## src/include/dmas_defs.svh

```systemverilog
`ifndef DMAS_DEFS_SVH
`define DMAS_DEFS_SVH

// Datapath widths.
`define DMAS_A_W 27
`define DMAS_B_W 18
`define DMAS_PROD_W 45
`define DMAS_P_W 48
`define DMAS_X_W 96
`define DMAS_SEG_W 12
`define DMAS_NSEG 8
`define DMAS_NLANE 4

// Reset value and counter step.
`define DMAS_P_RST 48'h0000_0000_0000
`define DMAS_ONE 48'h0000_0000_0001

// Lane modes.
`define DMAS_LANE_ONE 2'h0
`define DMAS_LANE_DUAL 2'h1
`define DMAS_LANE_QUAD 2'h2

// Result selection.
`define DMAS_FN_ARITH 2'h0
`define DMAS_FN_LOGIC 2'h1
`define DMAS_FN_COUNT 2'h3

// Logic unit functions.
`define DMAS_LG_XOR 4'h0
`define DMAS_LG_XNOR 4'h1
`define DMAS_LG_AND 4'h2
`define DMAS_LG_ANDN 4'h3
`define DMAS_LG_NAND 4'h4
`define DMAS_LG_OR 4'h5
`define DMAS_LG_ORN 4'h6
`define DMAS_LG_NOR 4'h7
`define DMAS_LG_NAND_X 4'h8
`define DMAS_LG_NOR_X 4'h9

// Parity segment widths.
`define DMAS_XW_12 2'h0
`define DMAS_XW_24 2'h1
`define DMAS_XW_48 2'h2
`define DMAS_XW_96 2'h3

`endif

```

## src/include/dmas_pkg.sv

```systemverilog
`include "dmas_defs.svh"

package dmas_pkg;

    typedef enum logic [1:0] {
        LANE_ONE = `DMAS_LANE_ONE,
        LANE_DUAL = `DMAS_LANE_DUAL,
        LANE_QUAD = `DMAS_LANE_QUAD
    } dmas_lane_type;

    typedef enum logic [1:0] {
        FN_ARITH = `DMAS_FN_ARITH,
        FN_LOGIC = `DMAS_FN_LOGIC,
        FN_COUNT = `DMAS_FN_COUNT
    } dmas_fn_type;

    typedef struct packed {
        logic bypass;
        logic pre_en;
        logic pre_sub;
        logic acc;
        logic sub;
        logic cascade;
        dmas_lane_type lane;
        dmas_fn_type fn;
        logic [3:0] logic_sel;
        logic cnt_up;
        logic cnt_en;
        logic rnd_en;
        logic [1:0] xor_w;
    } dmas_ctrl_type;

    typedef struct packed {
        dmas_ctrl_type ctrl;
        logic [`DMAS_A_W-1:0] a;
        logic [`DMAS_A_W-1:0] d;
        logic [`DMAS_B_W-1:0] b;
        logic [`DMAS_P_W-1:0] opa;
        logic [`DMAS_P_W-1:0] opc;
    } dmas_in_type;

    typedef struct packed {
        dmas_ctrl_type ctrl;
        logic [`DMAS_PROD_W-1:0] prod;
        logic [`DMAS_P_W-1:0] opa;
        logic [`DMAS_P_W-1:0] opc;
    } dmas_mul_type;

endpackage

```

## src/rtl/dmas_xor.sv

```systemverilog
`include "dmas_defs.svh"

module dmas_xor
    import dmas_pkg::*;
(
    // Operand and width select.
    input wire logic [`DMAS_X_W-1:0] data,
    input wire logic [1:0] width,
    // One parity bit per segment, low bits first.
    output logic [`DMAS_NSEG-1:0] parity
);

    logic [`DMAS_NSEG-1:0] seg;

    always_comb begin
        for (int k = 0; k < `DMAS_NSEG; k++) begin
            seg[k] = ^data[k*`DMAS_SEG_W +: `DMAS_SEG_W];
        end
        parity = '0;
        unique case (width)
            `DMAS_XW_12: begin
                parity = seg;
            end
            `DMAS_XW_24: begin
                for (int k = 0; k < `DMAS_NSEG / 2; k++) begin
                    parity[k] = ^seg[2*k +: 2];
                end
            end
            `DMAS_XW_48: begin
                for (int k = 0; k < `DMAS_NSEG / 4; k++) begin
                    parity[k] = ^seg[4*k +: 4];
                end
            end
            `DMAS_XW_96: begin
                parity[0] = ^seg;
            end
        endcase
    end

endmodule

```

## src/rtl/dmas_slice.sv

```systemverilog
`include "dmas_defs.svh"

module dmas_slice
    import dmas_pkg::*;
#(
    parameter bit IN_REG = 1'b1,
    parameter bit MUL_REG = 1'b1
)
(
    // Clock and reset.
    input wire logic CLOCK,
    input wire logic RST,
    // Multiplier and pre-adder operands.
    input wire logic [`DMAS_A_W-1:0] MUL_A,
    input wire logic [`DMAS_A_W-1:0] PRE_D,
    input wire logic [`DMAS_B_W-1:0] MUL_B,
    // Wide operands.
    input wire logic [`DMAS_P_W-1:0] OPA,
    input wire logic [`DMAS_P_W-1:0] OPC,
    // Operation select.
    input wire dmas_ctrl_type CTRL,
    // Pattern detector setup.
    input wire logic [`DMAS_P_W-1:0] PATTERN,
    input wire logic [`DMAS_P_W-1:0] MASK,
    // Cascade from the neighbouring slice.
    input wire logic [`DMAS_P_W-1:0] CASC_IN,
    input wire logic CASC_MATCH_IN,
    // Results.
    output logic [`DMAS_P_W-1:0] RESULT,
    output logic [`DMAS_P_W-1:0] CASC_OUT,
    output logic PAT_MATCH,
    output logic PAT_WIDE,
    output logic [`DMAS_NSEG-1:0] XOR_PAR
);

    function automatic logic [`DMAS_P_W-1:0] lane_add(
        input logic [`DMAS_P_W-1:0] z,
        input logic [`DMAS_P_W-1:0] x,
        input logic sub,
        input dmas_lane_type mode
    );
        logic [`DMAS_P_W-1:0] xx;
        logic [`DMAS_P_W-1:0] r;
        logic [`DMAS_SEG_W:0] s;
        logic c;
        xx = sub ? ~x : x;
        c = sub;
        r = '0;
        for (int q = 0; q < `DMAS_NLANE; q++) begin
            // Carry is cut at each lane edge.
            if ((mode == LANE_QUAD && q != 0) || (mode == LANE_DUAL && q == `DMAS_NLANE / 2)) begin
                c = sub;
            end
            s = {1'b0, z[q*`DMAS_SEG_W +: `DMAS_SEG_W]} + {1'b0, xx[q*`DMAS_SEG_W +: `DMAS_SEG_W]}
                + (`DMAS_SEG_W+1)'(c);
            r[q*`DMAS_SEG_W +: `DMAS_SEG_W] = s[`DMAS_SEG_W-1:0];
            c = s[`DMAS_SEG_W];
        end
        return r;
    endfunction

    function automatic logic [`DMAS_PROD_W-1:0] mul_pre(input dmas_in_type v);
        logic [`DMAS_A_W-1:0] pre;
        logic signed [`DMAS_PROD_W-1:0] sa;
        logic signed [`DMAS_PROD_W-1:0] sb;
        pre = v.ctrl.pre_en ? (v.ctrl.pre_sub ? v.d - v.a : v.d + v.a) : v.a;
        // Both factors are widened first so that the product keeps its full width.
        sa = {{(`DMAS_PROD_W-`DMAS_A_W){pre[`DMAS_A_W-1]}}, pre};
        sb = {{(`DMAS_PROD_W-`DMAS_B_W){v.b[`DMAS_B_W-1]}}, v.b};
        return sa * sb;
    endfunction

    dmas_in_type in_now;
    dmas_in_type in_ff;
    dmas_in_type nxt_in_ff;
    dmas_in_type i_s;
    dmas_mul_type mul_now;
    dmas_mul_type mul_ff;
    dmas_mul_type nxt_mul_ff;
    dmas_mul_type m_s;
    logic [`DMAS_P_W-1:0] x_op;
    logic [`DMAS_P_W-1:0] z_op;
    logic [`DMAS_P_W-1:0] arith;
    logic [`DMAS_P_W-1:0] lgc;
    logic [`DMAS_P_W-1:0] acc_ff;
    logic [`DMAS_P_W-1:0] nxt_acc_ff;
    logic [`DMAS_P_W-1:0] out_ff;
    logic [`DMAS_P_W-1:0] nxt_out_ff;
    logic match_ff;
    logic nxt_match_ff;
    logic wide_ff;
    logic nxt_wide_ff;
    logic [`DMAS_NSEG-1:0] xor_ff;
    logic [`DMAS_NSEG-1:0] xor_now;

    assign in_now = '{ctrl: CTRL, a: MUL_A, d: PRE_D, b: MUL_B, opa: OPA, opc: OPC};

    always_comb begin
        nxt_in_ff = in_now;
        i_s = IN_REG ? in_ff : in_now;
    end

    always_ff @(posedge CLOCK or posedge RST) begin
        if (RST) begin
            in_ff <= '0;
        end else begin
            in_ff <= nxt_in_ff;
        end
    end

    assign mul_now = '{ctrl: i_s.ctrl, prod: mul_pre(i_s), opa: i_s.opa, opc: i_s.opc};

    always_comb begin
        nxt_mul_ff = mul_now;
        m_s = MUL_REG ? mul_ff : mul_now;
    end

    always_ff @(posedge CLOCK or posedge RST) begin
        if (RST) begin
            mul_ff <= '0;
        end else begin
            mul_ff <= nxt_mul_ff;
        end
    end

    assign x_op = m_s.ctrl.bypass ? m_s.opa : {{(`DMAS_P_W-`DMAS_PROD_W){m_s.prod[`DMAS_PROD_W-1]}}, m_s.prod};
    assign z_op = m_s.ctrl.cascade ? CASC_IN : (m_s.ctrl.acc ? acc_ff : m_s.opc);
    assign arith = lane_add(z_op, x_op, m_s.ctrl.sub, m_s.ctrl.lane);

    always_comb begin
        unique case (m_s.ctrl.logic_sel)
            `DMAS_LG_XOR: lgc = x_op ^ z_op;
            `DMAS_LG_XNOR: lgc = ~(x_op ^ z_op);
            `DMAS_LG_AND: lgc = x_op & z_op;
            `DMAS_LG_ANDN: lgc = x_op & ~z_op;
            `DMAS_LG_NAND: lgc = ~(x_op & z_op);
            `DMAS_LG_OR: lgc = x_op | z_op;
            `DMAS_LG_ORN: lgc = x_op | ~z_op;
            `DMAS_LG_NOR: lgc = ~(x_op | z_op);
            `DMAS_LG_NAND_X: lgc = ~x_op & z_op;
            `DMAS_LG_NOR_X: lgc = ~x_op | z_op;
            default: lgc = '0;
        endcase
    end

    // Wide parity over both operands.
    dmas_xor u_xor (
        .data({m_s.opa, m_s.opc}),
        .width(m_s.ctrl.xor_w),
        .parity(xor_now)
    );

    always_comb begin
        nxt_acc_ff = acc_ff;
        unique case (m_s.ctrl.fn)
            FN_ARITH: nxt_acc_ff = arith;
            FN_LOGIC: nxt_acc_ff = lgc;
            FN_COUNT: begin
                if (m_s.ctrl.cnt_en) begin
                    nxt_acc_ff = lane_add(acc_ff, `DMAS_ONE, !m_s.ctrl.cnt_up, LANE_ONE);
                end
            end
            default: nxt_acc_ff = acc_ff;
        endcase
        nxt_match_ff = ((nxt_acc_ff ^ PATTERN) & ~MASK) == '0;
        nxt_wide_ff = nxt_match_ff & CASC_MATCH_IN;
        nxt_out_ff = nxt_acc_ff;
        // convergent rounding clears the tie bit.
        if (m_s.ctrl.rnd_en && nxt_match_ff) begin
            nxt_out_ff[0] = 1'b0;
        end
    end

    always_ff @(posedge CLOCK or posedge RST) begin
        if (RST) begin
            acc_ff <= `DMAS_P_RST;
            out_ff <= `DMAS_P_RST;
            match_ff <= 1'b0;
            wide_ff <= 1'b0;
            xor_ff <= '0;
        end else begin
            acc_ff <= nxt_acc_ff;
            out_ff <= nxt_out_ff;
            match_ff <= nxt_match_ff;
            wide_ff <= nxt_wide_ff;
            xor_ff <= xor_now;
        end
    end

    assign RESULT = out_ff;
    assign CASC_OUT = acc_ff;
    assign PAT_MATCH = match_ff;
    assign PAT_WIDE = wide_ff;
    assign XOR_PAR = xor_ff;
endmodule

```

## config.mk

```make
export PLATFORM = sky130hd
export DESIGN_NAME = dmas_slice
export DESIGN_NICKNAME = d
export VERILOG_FILES = /design/src/include/dmas_pkg.sv /design/src/rtl/dmas_xor.sv /design/src/rtl/dmas_slice.sv
export VERILOG_INCLUDE_DIRS = /design/src /design/src/include
export SDC_FILE = /design/constraint.sdc
export NUM_CORES = 2
export LEC_CHECK = 0
export BUFFER_PORTS_ARGS = -buffer_cell sky130_fd_sc_hd__buf_2
export CORE_AREA = 3 3 372 374
export CTS_BUF_LIST = sky130_fd_sc_hd__clkbuf_8
export DETAILED_ROUTE_END_ITERATION = 7
export DIE_AREA = 0 0 375 377
export GPL_ROUTABILITY_DRIVEN = 1
export MAX_ROUTING_LAYER = met4
export PLACE_DENSITY_LB_ADDON = 0.12
export RECOVER_POWER = 25
export SLEW_MARGIN = 15
export SYNTH_ARGS = -nofsm -noshare
export SYNTH_HDL_FRONTEND = slang
export SYNTH_HIERARCHICAL = 1
export SYNTH_SLANG_ARGS = --single-unit
```

## constraint.sdc

```tcl
create_clock -name CLOCK -period 17.1 [get_ports CLOCK]
set_input_delay 3.42 -clock CLOCK [delete_from_list [all_inputs] [get_ports CLOCK]]
set_output_delay 3.42 -clock CLOCK [all_outputs]
set_load 0.05 [all_outputs]
```

==> summary.txt <==
Critical path
  – Critical path's largest stage delay: approximately 0.53 ns
  – Crit. End Element: register
  – Arrival @ worst endpoint: 13.48 ns
  – Crit-path slowest cell: fa_1
  – Worst EP required: 17.80 ns
  – Reg2reg setup slack: 5.49 ns
  – Critical R2R Capture: RESULT[0]
  – Crit-path most repeated cell: fa_1
  – Reg2reg path depth: 44
  – Critical path type: in2reg
  – Startpoint Class: input pin
  – Worst r2r src: m_s[159]
  – CP max FO: 4

Synthesis
  – Predominant post-synthesis flop cell: dfrtp_1
  – Main combinational cell family by area after synthesis: adder cells
  – Cells after synthesis: 5,048
  – Flops & latches, synth: just over 400
  – Simple-gate portion of the synthesized area: 14.84%
  – Post-synthesis sequential area ratio: 21.34%
  – Ys async rst share: 100.0%
  – Mapped Avg Cell Area: about 9.4 µm²
  – Synth Area in XOR/XNOR: 5.865%
  – Yosys cell types: approximately 100
  – Compound-gate portion of the synthesized area: 13.47%
  – Adder-cell share of the synthesized area: around a third
  – Synth Net Count: 6,289
  – Yosys Warn Count: 6
  – Post-synth EDFFs: 0
  – Post-synthesis mux area share: 4.777%
  – Cell Area, Synth: 47,380 µm²

Timing
  – Clock skew: 0.1160 ns
  – Slew @ Worst Pin: between 1.5 and 2 ns
  – RSZ-0062 raised after global routing: no
  – Slew headroom: -20.33%
  – Final TNS setup: 0 ns
  – Setup violators final: 0
  – Period utilization: approximately three quarters
  – Crit path time final: 12.78 ns
  – Max-slew violation count: 35
  – Final hold vios: 0
  – Min Hold Slack: 0.2558 ns
  – Max Fclk: 78.27 MHz

Routing
  – Router iterations before antenna repair: 6
  – WL final: 189,400 µm
  – WL/cell: between 20 and 30 µm
  – Number of remaining DRC errors: 0
  – 1st-iter DRT viols: 3,082
  – DR vias/cell: 5.399
  – Antenna-violating nets left: 0
  – Vias: slightly below 40,000

Finish
  – Share of cells above drive strength 1: between 10 and 15%
  – Commonest non-fill, non-tap cell in the layout: inv_1
  – Area Growth Syn to Fin: 11.33%
  – Filler instances: 13,774
  – Nets: 6,610
  – Finished Core Util: about two fifths
  – Commonest non-fill, non-tap cells in the layout: inv_1, nand2_1, fa_1, buf_2, ha_1

GRT
  – Grt ovf: 0
  – First-pass GRT wire length: 274,500 µm
  – Met2 usage in global routing: 42.91%
  – Gr usage total: 27.29%
  – Most used routing layer: met2
  – Largest net degree at the start of global routing: 98
  – Met1 Usage GRT: approximately a third
  – Vias in the first global route: between 30,000 and 40,000
  – Met3 global-route usage: under 10%
  – Initial antenna violation count: 11

Clocking
  – Clock-pin slew on the worst setup and hold paths: about 0.070 ns
  – Clock Sinks: 404
  – Clock buffer count from CTS: 77
  – Worst-Skew Late Latency: 0.86 ns
  – Post-CTS Hold Buffers: 0
  – CTS tree: done
  – H-tree depth: 3
  – Setup bufs post-CTS: 0
  – Worst-case clock buffer depth: 3
  – Root Buffer: clkbuf_8
  – CTS resizes: 0

Placed design
  – PortBufs: 439
  – Dpl hpwl: around 150,000 µm
  – Gpl congestion: 0.9952

Floorplanning
  – Row Count: 135
  – Die W: around 380 µm
  – Ports: 440
  – Core area: approximately 140,000 µm²
  – Starting density of the core: 35.02%
  – Die Y-Extent: approximately 380 µm
  – Die area: roughly 140,000 µm²

Flow run
  – Max_cap viols: 1

Hold path
  – Hold Crit Endpoint: m_s[52]
  – Worst Min Path Start: i_s[52]
  – Hold WC Path Type: reg2reg
  – Hold depth: 0

Status
  – Failing checks: max-capacitance violations, max-slew violations
  – Status: finished, violations left
-- sequential cells by signal, indices dropped and copies added (netlist names) --
register	cells
m_s	158
XOR_PAR	8
RESULT	47
i_s	187
PAT_MATCH	1
PAT_WIDE	1
CASC_OUT	2
-- per-stage QoR --
stage          instance area (µm²)  worst slack [ns]  cells
4_1_cts                      52760             4.448   7210
6_report                     52750             4.324   7214
3_3_place_gp                 51090             3.690   7071
3_5_place_dp                 51090             3.598   7071
2_1_floorplan                47380             2.442   5048
5_1_grt                      52750             3.640   7214
-- Yosys cell counts, drive strengths merged (32+ instances only) --
cell      n  area [µm²]
o22ai    41       256.5
nand2b   71       444.2
o21ai   145       725.7
or3      35       219.0
nor3     67       340.3
a21oi   193       965.9
nand2   507        1903
a31oi    32       200.2
dfrtp   404       10110
mux2     49       551.8
nand3    39       195.2
xnor2   246        2162
ha      419        5243
xor2     54       480.5
inv     640        2402
mux2i   171        1712
o21a     72       540.5
clkbuf  137       514.2
buf     141       888.4
nor2b    80       508.0
and2    158       988.5
nor3b    37       287.8
nor2    189       711.9
fa      488        9769
a211oi   45       357.9
a21o     52       390.4
or2      48       300.3
-- critical path, delay by kind of cell --
kind | cells | cell delay [ns]
xor gates and xnor gates | 2 | 0.32
buffers and inverters | 3 | 0.35
and+or+nand+nor | 7 | 1.32
adders and majority gates | 7 | 2.70
AOI/OAI and AO/OA | 25 | 5.33
-- layout make-up --
| class | instances | area (µm²) | share of cell area (%) |
|---|---|---|---|
| repair buffers | 520 | 2799 | 5.306 |
| clock inverters | 47 | 409.1 | 0.7756 |
| inverters | 640 | 2410 | 4.568 |
| flip-flops and latches | 404 | 10140 | 19.22 |
| multi-input cells | 3726 | 33490 | 63.49 |
| well taps | 1781 | 2228 | 4.224 |
| diodes | 4 | 10.01 | 0.01898 |
| clock buffers | 92 | 1266 | 2.400 |
-- how the worst max path moves through the flow --
stage / start / slack [ns] / depth (start not counted) / endpoint
CTS: CASC_IN[0] / 4.45 / 44 / RESULT[0]
detailed placement: CASC_IN[0] / 3.60 / 44 / RESULT[0]
finish: CASC_IN[0] / 4.32 / 44 / RESULT[0]
global route: CASC_IN[0] / 3.64 / 43 / RESULT[0]
global placement: CASC_IN[0] / 3.69 / 44 / RESULT[0]
floorplan: RST / 2.44 / 1 / CASC_OUT[0]
-- cells by family after synthesis --
family                     after synthesis
and+or+nand+nor                       1377
adders and majority gates              907
xor gates and xnor gates               306
AOI/OAI and AO/OA                      916
buffers and inverters                  918
muxes                                  220
DFF                                    404
-- layer usage --
metal / up-vias / routed length, µm
met1: 19543 / 79870
met4: 0 / 11750
met3: 371 / 11800
met2: 1535 / 85960
met5: - / 0
li1: 17498 / -
Power is left out: the tool's default activity adds up to more than one toggle a clock period on the data nets, which glitch-free logic cannot reach.
